[config.mk]
export PLATFORM = sky130hd
export DESIGN_NAME = abp_parser
export DESIGN_NICKNAME = d
export VERILOG_FILES = /design/src/design/abp_pkg.sv /design/src/design/abp_err_queue.sv /design/src/design/abp_parser.sv
export VERILOG_INCLUDE_DIRS = /design/src /design/src/design
export SDC_FILE = /design/constraint.sdc
export NUM_CORES = 1
export LEC_CHECK = 0
export BUFFER_PORTS_ARGS = -buffer_cell sky130_fd_sc_hd__buf_2
export CORE_ASPECT_RATIO = 0.6
export CORE_MARGIN = 10
export CORE_UTILIZATION = 23
export CTS_CLUSTER_DIAMETER = 40
export DETAILED_ROUTE_END_ITERATION = 8
export HOLD_SLACK_MARGIN = 0.08
export PLACE_DENSITY_LB_ADDON = 0.12
export SLEW_MARGIN = 40
export SYNTH_ARGS = -nofsm -noshare
export SYNTH_HDL_FRONTEND = slang
export SYNTH_SLANG_ARGS = --single-unit
[constraint.sdc]
create_clock -name clk -period 6.1 [get_ports clk]
set_input_delay 0.915 -clock clk [delete_from_list [all_inputs] [get_ports clk]]
set_output_delay 0.915 -clock clk [all_outputs]
set_load 0.05 [all_outputs]
[src/design/abp_map.svh]
/*
 * Constants for the arbitrary block parser: characters, limits, bus codes.
 * Assumes inclusion by the error queue and parser modules; definitions only.
 */
`ifndef ABP_MAP_SVH
`define ABP_MAP_SVH

`define ABP_CHAR_HASH 8'h23
`define ABP_CHAR_ZERO 8'h30
`define ABP_CHAR_NINE 8'h39
`define ABP_CHAR_LF 8'h0A
`define ABP_CHAR_CR 8'h0D
`define ABP_CHAR_SPACE 8'h20
`define ABP_CHAR_TAB 8'h09
`define ABP_SAMPLE_MAX 16'sh1FFF
`define ABP_SAMPLE_MIN 16'shE001
`define ABP_LISTEN_OFFSET 8'h20
`define ABP_TALK_OFFSET 8'h40
`define ABP_UNTALK_CODE 8'h5F
`define ABP_UNLISTEN_CODE 8'h3F
`define ABP_ERR_SYNTAX 4'h1
`define ABP_ERR_ODD 4'h2
`define ABP_ERR_RANGE 4'h3
`define ABP_ERR_QUEUE_DEPTH 8
`define ABP_ERR_PTR_W 3
`define ABP_ERR_CNT_W 4

`endif

[src/design/abp_pkg.sv]
/*
 * Types shared by the arbitrary block parser files.
 * Assumes the map header supplies every numeric constant.
 */
package abp_pkg;
   // Parser states from header match to block end.
   typedef enum logic [3:0] {
      ABP_IDLE,
      ABP_WS,
      ABP_HASH,
      ABP_LEN_DIGITS,
      ABP_COUNT,
      ABP_DATA_DEF,
      ABP_DATA_INDEF,
      ABP_DISCARD
   } abp_state_t;
   // Talker output states for binary readback.
   typedef enum logic [1:0] {
      ABP_TX_IDLE,
      ABP_TX_HASH,
      ABP_TX_ZERO,
      ABP_TX_DATA
   } abp_tx_state_t;
endpackage : abp_pkg

[src/design/abp_err_queue.sv]
/*
 * Error queue for the block parser: holds error codes until the host
 * reads them through the error queue query.
 * Assumes one clock and an asynchronous, already-synchronised reset.
 */
`timescale 1ns/1ps
`default_nettype none
`include "abp_map.svh"

module abp_err_queue
   import abp_pkg::*;
(
   input wire logic clk,
   input wire logic rst_n,
   input wire logic push,
   input wire logic [3:0] push_code,
   input wire logic error_queue_query,
   output logic [3:0] err_code,
   output logic err_valid,
   output logic err_overflow
);
   logic [3:0] mem_reg [0:`ABP_ERR_QUEUE_DEPTH-1];
   logic [`ABP_ERR_PTR_W-1:0] wr_reg, wr_next, rd_reg, rd_next;
   logic [`ABP_ERR_CNT_W-1:0] cnt_reg, cnt_next;
   logic [3:0] code_reg, code_next;
   logic ovf_reg, ovf_next;
   logic do_push, do_pop;

   // A full queue drops new entries, unless a query pops one in the same cycle, and flags any drop until the next query.
   always_comb begin
      do_pop = error_queue_query && (cnt_reg != '0);
      do_push = push && ((cnt_reg != `ABP_ERR_CNT_W'(`ABP_ERR_QUEUE_DEPTH)) || do_pop);
      wr_next = do_push ? wr_reg + 1'b1 : wr_reg;
      rd_next = do_pop ? rd_reg + 1'b1 : rd_reg;
      cnt_next = cnt_reg + {3'h0, do_push} - {3'h0, do_pop};
      code_next = error_queue_query ? (do_pop ? mem_reg[rd_reg] : 4'h0) : code_reg;
      ovf_next = (ovf_reg && !error_queue_query) || (push && !do_push);
   end

   // Registers; the storage array is written in the block below, without reset.
   always_ff @(posedge clk or negedge rst_n) begin
      if (!rst_n) begin
         wr_reg <= '0;
         rd_reg <= '0;
         cnt_reg <= '0;
         code_reg <= 4'h0;
         ovf_reg <= 1'b0;
      end else begin
         wr_reg <= wr_next;
         rd_reg <= rd_next;
         cnt_reg <= cnt_next;
         code_reg <= code_next;
         ovf_reg <= ovf_next;
      end
   end

   always_ff @(posedge clk) begin
      if (do_push) begin
         mem_reg[wr_reg] <= push_code;
      end
   end

   assign err_code = code_reg;
   assign err_valid = (cnt_reg != '0);
   assign err_overflow = ovf_reg;
endmodule : abp_err_queue
`default_nettype wire

[src/design/abp_parser.sv]
/*
 * Arbitrary block parser: takes bytes of the waveform load command after
 * its header has been recognised, checks the preamble, assembles samples
 * high byte first, posts errors, and plays samples back as an indefinite
 * block. Also decodes own talk/listen addresses and untalk on the bus.
 * Assumes bytes arrive already handshaken, one per strobe, with EOI
 * flagged on the same strobe; header matching is done upstream.
 */
// How it works
// - Command is header, whitespace, preamble, data, terminator for both styles; definite blocks end on the byte count and any terminator is ignored.
// - Both definite (counted) and indefinite (terminated) blocks are accepted.
// - Each payload byte is taken whole as a raw octet.
// - Two bytes form one sample, most significant byte first.
// - Samples must lie from -8191 to 8191; zero is baseline.
// - Definite preamble first field gives the digit count of the length.
// - Length digits 0-9, that many, form the decimal byte count.
// - Indefinite preamble is the single character zero, then data.
// - Indefinite block ends on EOI over GPIB, or CR/LF over serial.
// - Binary readback is returned as an indefinite block.
// - A failed load posts an entry to the error queue.
// - Own talk address is primary plus 64, listen plus 32, with ATN.
// - Untalk with ATN idles the talker and stops output data.
`timescale 1ns/1ps
`default_nettype none
`include "abp_map.svh"

module abp_parser
   import abp_pkg::*;
(
   input wire logic clk,
   input wire logic resetn,
   input wire logic [4:0] primary_addr,
   input wire logic serial_mode,
   input wire logic cmd_start,
   input wire logic byte_valid,
   input wire logic [7:0] byte_data,
   input wire logic byte_eoi,
   input wire logic byte_atn,
   input wire logic error_queue_query,
   input wire logic readback_start,
   input wire logic [15:0] readback_sample,
   input wire logic readback_last,
   input wire logic tx_ready,
   output logic sample_valid,
   output logic [15:0] sample_data,
   output logic block_done,
   output logic block_busy,
   output logic listen_active,
   output logic talk_active,
   output logic readback_take,
   output logic tx_valid,
   output logic [7:0] tx_data,
   output logic tx_eoi,
   output logic [3:0] err_code,
   output logic err_valid,
   output logic err_overflow
);
   logic rst_meta_reg, rst_sync_reg;
   abp_state_t st_reg, st_next;
   logic [3:0] ndig_reg, ndig_next;
   logic [31:0] count_reg, count_next;
   logic [7:0] hi_reg, hi_next;
   logic half_reg, half_next;
   logic sv_reg, sv_next;
   logic [15:0] sd_reg, sd_next;
   logic done_reg, done_next;
   logic err_push;
   logic [3:0] err_push_code;
   logic lad_reg, lad_next, tad_reg, tad_next;
   abp_tx_state_t tx_reg, tx_next;
   logic [7:0] txd_reg, txd_next;
   logic txe_reg, txe_next, txv_reg, txv_next;
   logic [7:0] lo_keep_reg, lo_keep_next;
   logic last_keep_reg, last_keep_next;
   logic lo_pend_reg, lo_pend_next;

   // True for an ASCII decimal digit.
   function automatic logic is_digit(input logic [7:0] b);
      is_digit = (b >= `ABP_CHAR_ZERO) && (b <= `ABP_CHAR_NINE);
   endfunction : is_digit

   // True for a serial line terminator.
   function automatic logic is_term(input logic [7:0] b);
      is_term = (b == `ABP_CHAR_LF) || (b == `ABP_CHAR_CR);
   endfunction : is_term

   // Reset is released through two flops so its removal is clean.
   always_ff @(posedge clk or negedge resetn) begin
      if (!resetn) begin
         rst_meta_reg <= 1'b0;
         rst_sync_reg <= 1'b0;
      end else begin
         rst_meta_reg <= 1'b1;
         rst_sync_reg <= rst_meta_reg;
      end
   end

   // Bus address decode; only bytes sent with ATN are interface messages.
   always_comb begin
      lad_next = lad_reg;
      tad_next = tad_reg;
      if (byte_valid && byte_atn) begin
         if (byte_data == (`ABP_LISTEN_OFFSET + {3'h0, primary_addr})) begin
            lad_next = 1'b1;
         end else if (byte_data == `ABP_UNLISTEN_CODE) begin
            lad_next = 1'b0;
         end
         if (byte_data == (`ABP_TALK_OFFSET + {3'h0, primary_addr})) begin
            tad_next = 1'b1;
         end else if (byte_data == `ABP_UNTALK_CODE) begin
            tad_next = 1'b0;
         end
      end
   end

   // Block parser next state; data bytes need no ATN.
   always_comb begin
      st_next = st_reg;
      ndig_next = ndig_reg;
      count_next = count_reg;
      hi_next = hi_reg;
      half_next = half_reg;
      sv_next = 1'b0;
      sd_next = sd_reg;
      done_next = 1'b0;
      err_push = 1'b0;
      err_push_code = 4'h0;
      if (cmd_start) begin
         st_next = ABP_WS;
         half_next = 1'b0;
      end else if (byte_valid && !byte_atn) begin
         case (st_reg)
            ABP_IDLE: begin
               st_next = ABP_IDLE;
            end
            ABP_WS: begin
               if (byte_data == `ABP_CHAR_SPACE || byte_data == `ABP_CHAR_TAB) begin
                  st_next = ABP_HASH;
               end else begin
                  st_next = ABP_DISCARD;
                  err_push = 1'b1;
                  err_push_code = `ABP_ERR_SYNTAX;
               end
            end
            ABP_HASH: begin
               if (byte_data == `ABP_CHAR_HASH) begin
                  st_next = ABP_LEN_DIGITS;
               end else if (byte_data != `ABP_CHAR_SPACE && byte_data != `ABP_CHAR_TAB) begin
                  st_next = ABP_DISCARD;
                  err_push = 1'b1;
                  err_push_code = `ABP_ERR_SYNTAX;
               end
            end
            ABP_LEN_DIGITS: begin
               count_next = '0;
               ndig_next = byte_data[3:0];
               if (!is_digit(byte_data)) begin
                  st_next = ABP_DISCARD;
                  err_push = 1'b1;
                  err_push_code = `ABP_ERR_SYNTAX;
               end else if (byte_data == `ABP_CHAR_ZERO) begin
                  st_next = ABP_DATA_INDEF;
               end else begin
                  st_next = ABP_COUNT;
               end
            end
            ABP_COUNT: begin
               if (!is_digit(byte_data)) begin
                  st_next = ABP_DISCARD;
                  err_push = 1'b1;
                  err_push_code = `ABP_ERR_SYNTAX;
               end else begin
                  count_next = 32'((count_reg << 3) + (count_reg << 1) + {28'h0, byte_data[3:0]});
                  ndig_next = ndig_reg - 4'h1;
                  if (ndig_reg == 4'h1) begin
                     st_next = ABP_DATA_DEF;
                     if (count_next == '0) begin
                        st_next = ABP_IDLE;
                        done_next = 1'b1;
                     end
                  end
               end
            end
            ABP_DATA_DEF, ABP_DATA_INDEF: begin
               if (st_reg == ABP_DATA_INDEF && !half_reg &&
                   ((!serial_mode && byte_eoi) || (serial_mode && is_term(byte_data)))) begin
                  st_next = ABP_IDLE;
                  done_next = 1'b1;
               end else begin
                  half_next = !half_reg;
                  if (!half_reg) begin
                     hi_next = byte_data;
                  end else begin
                     sd_next = {hi_reg, byte_data};
                     if ($signed(sd_next) > `ABP_SAMPLE_MAX ||
                         $signed(sd_next) < `ABP_SAMPLE_MIN) begin
                        err_push = 1'b1;
                        err_push_code = `ABP_ERR_RANGE;
                     end else begin
                        sv_next = 1'b1;
                     end
                  end
                  if (st_reg == ABP_DATA_DEF) begin
                     count_next = count_reg - 32'h0000_0001;
                     if (count_reg == 32'h0000_0001) begin
                        st_next = ABP_IDLE;
                        done_next = 1'b1;
                        if (!half_reg) begin
                           sv_next = 1'b0;
                           err_push = 1'b1;
                           err_push_code = `ABP_ERR_ODD;
                        end
                     end
                  end else if (byte_eoi && !serial_mode) begin
                     st_next = ABP_IDLE;
                     if (!half_reg) begin
                        err_push = 1'b1;
                        err_push_code = `ABP_ERR_ODD;
                     end else begin
                        done_next = 1'b1;
                     end
                  end
               end
               if (st_reg == ABP_DATA_INDEF && half_reg &&
                   ((!serial_mode && byte_eoi && byte_data == `ABP_CHAR_LF) ||
                    (serial_mode && is_term(byte_data)))) begin
                  st_next = ABP_IDLE;
                  half_next = 1'b0;
                  sv_next = 1'b0;
                  done_next = 1'b0;
                  err_push = 1'b1;
                  err_push_code = `ABP_ERR_ODD;
               end
            end
            ABP_DISCARD: begin
               // Swallow the rest of a broken block until its end marker.
               if (byte_eoi || is_term(byte_data)) begin
                  st_next = ABP_IDLE;
               end
            end
            default: begin
               st_next = ABP_IDLE;
            end
         endcase
      end
   end

   // Readback talker: '#', '0', samples high byte first, EOI on final LF.
   always_comb begin
      tx_next = tx_reg;
      txd_next = txd_reg;
      txe_next = 1'b0;
      txv_next = txv_reg;
      lo_keep_next = lo_keep_reg;
      last_keep_next = last_keep_reg;
      lo_pend_next = lo_pend_reg;
      readback_take = 1'b0;
      if (!tad_reg) begin
         tx_next = ABP_TX_IDLE;
         txv_next = 1'b0;
      end else if (!txv_reg || tx_ready) begin
         txv_next = 1'b0;
         case (tx_reg)
            ABP_TX_IDLE: begin
               if (readback_start) begin
                  tx_next = ABP_TX_HASH;
                  txd_next = `ABP_CHAR_HASH;
                  txv_next = 1'b1;
               end
            end
            ABP_TX_HASH: begin
               tx_next = ABP_TX_ZERO;
               txd_next = `ABP_CHAR_ZERO;
               txv_next = 1'b1;
            end
            ABP_TX_ZERO, ABP_TX_DATA: begin
               tx_next = ABP_TX_DATA;
               txv_next = 1'b1;
               if (lo_pend_reg) begin
                  txd_next = lo_keep_reg;
                  lo_pend_next = 1'b0;
               end else if (last_keep_reg && tx_reg == ABP_TX_DATA) begin
                  txd_next = `ABP_CHAR_LF;
                  txe_next = 1'b1;
                  last_keep_next = 1'b0;
                  tx_next = ABP_TX_IDLE;
               end else begin
                  readback_take = 1'b1;
                  txd_next = readback_sample[15:8];
                  lo_keep_next = readback_sample[7:0];
                  last_keep_next = readback_last;
                  lo_pend_next = 1'b1;
               end
            end
            default: begin
               tx_next = ABP_TX_IDLE;
            end
         endcase
      end else begin
         txe_next = txe_reg;
      end
   end

   // State registers for decode, parser and talker.
   always_ff @(posedge clk or negedge rst_sync_reg) begin
      if (!rst_sync_reg) begin
         st_reg <= ABP_IDLE;
         ndig_reg <= 4'h0;
         count_reg <= 32'h0000_0000;
         hi_reg <= 8'h00;
         half_reg <= 1'b0;
         sv_reg <= 1'b0;
         sd_reg <= 16'h0000;
         done_reg <= 1'b0;
         lad_reg <= 1'b0;
         tad_reg <= 1'b0;
         tx_reg <= ABP_TX_IDLE;
         txd_reg <= 8'h00;
         txe_reg <= 1'b0;
         txv_reg <= 1'b0;
         lo_keep_reg <= 8'h00;
         last_keep_reg <= 1'b0;
         lo_pend_reg <= 1'b0;
      end else begin
         st_reg <= st_next;
         ndig_reg <= ndig_next;
         count_reg <= count_next;
         hi_reg <= hi_next;
         half_reg <= half_next;
         sv_reg <= sv_next;
         sd_reg <= sd_next;
         done_reg <= done_next;
         lad_reg <= lad_next;
         tad_reg <= tad_next;
         tx_reg <= tx_next;
         txd_reg <= txd_next;
         txe_reg <= txe_next;
         txv_reg <= txv_next;
         lo_keep_reg <= lo_keep_next;
         last_keep_reg <= last_keep_next;
         lo_pend_reg <= lo_pend_next;
      end
   end

   abp_err_queue u_err_queue (
      .clk(clk),
      .rst_n(rst_sync_reg),
      .push(err_push),
      .push_code(err_push_code),
      .error_queue_query(error_queue_query),
      .err_code(err_code),
      .err_valid(err_valid),
      .err_overflow(err_overflow)
   );

   assign sample_valid = sv_reg;
   assign sample_data = sd_reg;
   assign block_done = done_reg;
   assign block_busy = (st_reg != ABP_IDLE);
   assign listen_active = lad_reg;
   assign talk_active = tad_reg;
   assign tx_valid = txv_reg;
   assign tx_data = txd_reg;
   assign tx_eoi = txe_reg;
endmodule : abp_parser
`default_nettype wire

== Word-level counts from Yosys, hierarchy flattened ==
Memories as Yosys holds them, arrays and structs flattened.
Cells that the tools add are included.

* Flip-flop bits (word level): 108
* RAM bits: 32
* Input port bits: 40
* Output and inout bits: 38
* Word-level logic and storage cells: 251
* Memories: 1

{| class="wikitable"
|+ Memory list
! memory !! words !! width !! read ports !! clocked after memory_dff !! wr ports !! line !! RTL
|-
| u_err_queue.mem_reg || 8 || 4 || 1 || 0 || 1 || abp_err_queue.sv:22 || <nowiki>logic [3:0] mem_reg [0:`ABP_ERR_QUEUE_DEPTH-1];</nowiki>
|}

* Add/sub/neg operators: 10
* Order comparisons: 4
* Eq/ne operators: 37
* Mux-type cells: 112
* Bitwise logic cells: 5
* Reduce and logical (&&, ||, !) cells: 58

{| class="wikitable"
|+ Operators with widths
! cell !! count
|-
| two-way mux 32 bit || 3
|-
| one-hot mux 32 bit (3 select lines) || 1
|-
| two-way mux 4 bit || 22
|-
| two-way mux 1 bit || 64
|-
| adder 32 bit || 1
|-
| adder 32 x 4 -> 32 bit || 1
|-
| == test 32 x 1 -> 1 bit, second input constant || 1
|-
| == test 8 x 6 -> 1 bit, second input constant || 4
|-
| zero test 32 bit || 1
|-
| subtractor 32 x 1 -> 32 bit, second input constant || 1
|-
| == test 8 x 4 -> 1 bit, second input constant || 3
|-
| two-way mux 8 bit || 3
|-
| one-hot mux 4 bit (6 select lines) || 1
|-
| one-hot mux 8 bit (3 select lines) || 1
|-
| two-way mux 2 bit || 9
|-
| == test 4 x 3 -> 1 bit, second input constant || 4
|-
| > comparator 16 x 14 -> 1 bit, second input constant || 1
|-
| logical AND 1 bit || 16
|-
| less-than comparator 16 x 14 -> 1 bit, second input constant || 1
|-
| one-hot mux 4 bit (4 select lines) || 1
|-
| AND reduction 5 bit || 3
|-
| != test 4 bit, second input constant || 3
|-
| != test 6 bit, second input constant || 2
|-
| AND reduction 6 bit || 2
|-
| other kinds (38) || 77
|}

== Longest topological paths before layout ==
* Word-level depth: 16
* Gate-level depth with buffers: 16
* Mapped depth without buffers: 14

== Hierarchy ==
From an unflattened synthesis, not the netlist that was laid out.

* Cells, all modules: 1058
* Area, all modules: 9576.7 sq um

{| class="wikitable"
|+ By module, submodules not included
! module !! times used !! cells each !! area each (sq um) !! seq. area each (sq um)
|-
| abp_parser || 1 || 924 || 7524.7 || 2302.2
|-
| abp_err_queue || 1 || 134 || 2052.0 || 1336.3
|}

== Worst setup path after synthesis ==
OpenSTA, ideal clock, no wires.

* Path type: input port to flip-flop
* Start point: input port byte_data[3]
* End point: register st_reg[2]
* Library setup time: 125 ps
* Arrival time: 4459 ps
* Required time: 5975 ps
* Slack: 1517 ps
* Stages: 14
* Buffers on the path: 1
* Path through: clkbuf_1 > inv_1 > fa_1 > fa_1 > nand2b_2 > a21oi_2 > o31ai_4 > o211ai_2 > a31oi_2 > xnor2_1 > or4_1 > or4_1 > nand2_1 > a21oi_1

* Word-level cells in the longest chain between the ends: 10
* Elaborated cells between the ends (all ways): 38
* Those cells by class: add/sub (1); order compare (2); eq/ne (12); mux (10); reduce/logical (13)

{| class="wikitable"
|+ RTL lines
! element !! line !! RTL
|-
| start, declared || abp_parser.sv:36 || <nowiki>input wire logic [7:0] byte_data,</nowiki>
|-
| parallel branches: the longest is 10 deep, another holds adder 32 x 4 -> 32 bit || -- ||
|-
| end signal, assigned || abp_parser.sv:325 || <nowiki>st_reg <= st_next;</nowiki>
|-
| end, declared || abp_parser.sv:59 || <nowiki>abp_state_t st_reg, st_next;</nowiki>
|}

Parallel ways; which one is timed is not known. The select of a mux whose other input is x is not followed.
A chain may end at the register's enable or synchronous reset.

== Worst setup path after layout ==
Ends and elaborated chain as after synthesis.

==> metrics.csv <==
stage,metric,value,unit
clock_tree,cts_resized,0,
worst_setup_path,crit_slowest_cell,fa_1,
synth,synth_edf_count,16,
synth,ys_ff_latch,121,
worst_setup_path,r2r_cells,10,
floorplanning,ios,78,
status,status,"complete, no violations",
global_routing,grt-ovfl-total,0,
routing,drc,0,
global_routing,busiest_layer,met1,
timing,fin_crit,4.505,ns
worst_setup_path,cp_slowest_stage_delay,0.60,ns
global_routing,met1_usage,0.2288,
clock_tree,numCtsBuffers,17,
synth,yosysTopAreaCell,dfrtp_1,
timing,tightest_slew,0.8186,ns
worst_setup_path,cp_data_arrival_time,4.81,ns
timing,maxSlewViolCount,0,
synth,ys_seq_area_frac,0.3487,
floorplanning,start_util,0.2346,
clock_tree,cts.sinks,121,
timing,setup_viol,0,
clock_tree,h-tree-depth,4,
clock_tree,clk_latency,0.43,ns
global_routing,grt_max_degree,57,
power,p_per_area,362.2,nW/um^2
clock_tree,post-cts-setup-buffers,0,
final_layout,largest_register_ffs,32,
timing,hold_viol,0,
synth,synth_cells,994,
global_routing,grt_pass1_wl,48650,microns
clock_tree,cts.reportedPaths.clkPinSlew,0.06,ns
routing,drt-vias-per-instance,5.007,
worst_setup_path,path_common_cell,inv_1,
placement,place.gp.congestion,0.8520,
timing,relSlewSlack,0.4523,
power,p_leak,0.004518,uW
global_routing,grt_pass1_vias,7511,
floorplanning,die_area,47280,sq um
global_routing,grtUsageTotal,0.1339,
global_routing,grt_use_met2,0.1542,
worst_setup_path,crit_path_cell_trace,buf_2 > inv_1 > fa_1 > inv_1 > ha_1 > a21o_1 > and4_1 > o21ai_0 > and2b_1 > xor2_1 > nand4_1 > or4b_1 > or4_1 > nand2_1 > a21oi_1,
power,ir_worst_vdd,0.1883,mV
worst_setup_path,cp-start-kind,primary input,
placement,port_buffers,75,
worst_setup_path,critPathKind,primary input to flip-flop,
floorplanning,core_area,37990,sq um
final_layout,nets,1157,
global_routing,grtUsageMet3,0.02800,
clock_tree,cts_hold_buf,0,
worst_setup_path,crit_buf_inv,3,
clock_tree,cts-root-buf,clkbuf_16,
timing,maxClockFrequency,222.0,MHz
worst_setup_path,worstSetupEndpointType,flip-flop,
clock_tree,cts_tree,yes,
timing,setup_tns,0,ns
routing,first_pass_iters,5,
timing,grt_setup_unrepaired,no,
synth,yosysWarnings,0,
final_layout,drive_above_1_share,0.1779,
final_layout,area_growth,16.96,%
worst_setup_path,cp_max_fo,11,
synth,synthArstFlopShare,0.8678,
placement,hpwl,24380,microns
min_path,hold_path_class,primary input to async pin,
synth,ys.flop_type,dfrtp_1,
timing,final.period_utilization,0.7386,
job,cap_violations,0,
floorplanning,die_y,172.5,microns
synth,synthTopCellsByArea,"dfrtp_1 29%, ha_1 9.8%, o21ai_0 5.4%",
synth,netlist.area_leader.share,0.2948,
worst_setup_path,critPathTopFamily,simple AND/OR/NAND/NOR gates,
floorplanning,die_x,274.1,microns
routing,drt_wl_total,31460,microns
synth,netlist_area,8912,sq um
clock_tree,clockBufferDepth,2,
synth,netlist-cell-type-count,96,
global_routing,antenna_found_initial,1,
routing,drt_iter0_drc,723,
routing,drtAntennaViolNets,0,
floorplanning,num_rows,55,
worst_setup_path,path_depth,15,
routing,wl_per_cell,20.03,microns
routing,num_vias,7866,
synth,synth.avg_cell_area,8.966,sq um
worst_setup_path,cp.required,6.40,ns
timing,fin_skew,0.01153,ns
power,total_power,3775,uW
-- area by class of cell --
type | count | area, sq um
antenna | 1 | 2.502
clock buffer | 21 | 481.7
clock inverter | 11 | 156.4
fill | 4091 | 27560
inverter | 36 | 135.1
multi-input combinational | 785 | 5435
sequential | 121 | 3112
tap | 513 | 641.9
timing repair buffer | 83 | 459.2
-- synth_stat cells (5+ instances only) --
master    instances
dfrtp_1         105
nand2_1          97
o21ai_0          96
a21oi_1          73
ha_1             70
nor2_1           65
nor3_1           40
clkbuf_1         36
inv_1            36
mux2_2           33
nand3_1          22
edfxtp_1         16
xnor2_1          16
nand2b_1         14
nand4_1          14
and2_1           12
and3_1           12
xor2_1           12
a31oi_1          10
nor4_1            9
a21o_1            8
nor3b_1           8
o21bai_1          8
nor2b_1           7
o21a_1            7
or3_1             7
or4_1             7
a211oi_1          6
a21boi_0          6
a22o_1            6
a22oi_1           6
buf_2             5
buf_4             5
mux2i_1           5
o211ai_1          5
o22ai_1           5
-- cells by family after synthesis --
group	synth area share
AO/OA/AOI/OAI	0.2215
XOR/XNOR	0.02752
adder cells (fa/ha/maj)	0.1050
buffers and inverters	0.04759
flip-flops	0.3487
multiplexers	0.05742
other	0.0008427
AND/OR/NAND/NOR	0.1914
-- metal layers --
layer  vias to the layer above  wire (microns)
li1                       3789               -
met1                      3910           18740
met2                       154           10980
met3                        13            1531
met4                         0             212
met5                         -               0
-- stage by stage --
step	utilization	setup WS (ns)	instance area (sq um)	hold WS, ns	instances
after floorplan	-	1.517	8916	0.3312	995
after global placement	0.2559	1.254	9721	0.3341	1537
after detailed placement	0.2567	1.163	9752	0.3419	1537
after CTS	0.2735	1.630	10390	0.2343	1569
after global routing	0.2743	1.398	10420	0.2382	1570
final	0.2744	1.595	10420	0.2603	1571
-- power breakdown --
part / leakage, uW / internal [uW] / switching (uW) / total (uW)
registers: 0.00154 / 960 / 227 / 1190
logic: 0.00267 / 531 / 945 / 1480
clock network: 0.000302 / 695 / 417 / 1110
-- worst paths after layout --
check / start / to / slack, ns
setup / recovery: byte_data[3] / st_reg[2]$_DFFE_PN0P_ / 1.59
hold / removal: resetn / rst_sync_reg$_DFF_PN0_ / 0.26
setup reg to reg: count_reg[11]$_DFFE_PN0P_ / u_err_queue.mem_reg[0][0]$_DFFE_PP_ / 1.71
hold reg to reg: rst_meta_reg$_DFF_PN0_ / rst_sync_reg$_DFF_PN0_ / 0.36
max in group asynchronous: rst_sync_reg$_DFF_PN0_ / count_reg[10]$_DFFE_PN0P_ / 4.70
min in group clk: rst_meta_reg$_DFF_PN0_ / rst_sync_reg$_DFF_PN0_ / 0.36
-- cells in the final DEF, fill, tap and decap left out, types with 8 or more instances in the layout --
cell type	instances
xnor2_1	16
nand4_1	14
ha_1	70
xor2_1	12
nor3_1	39
and3_1	12
a31oi_1	10
and2_1	13
nand2_1	95
nor2_1	65
edfxtp_1	16
buf_2	75
nand2b_1	14
a21oi_1	71
o21bai_1	8
dfrtp_1	104
a21o_1	8
inv_1	36
o21ai_0	96
nor3b_1	8
nand3_1	21
clkbuf_16	18
mux2_2	33
Power figures use the tool's default switching activity.
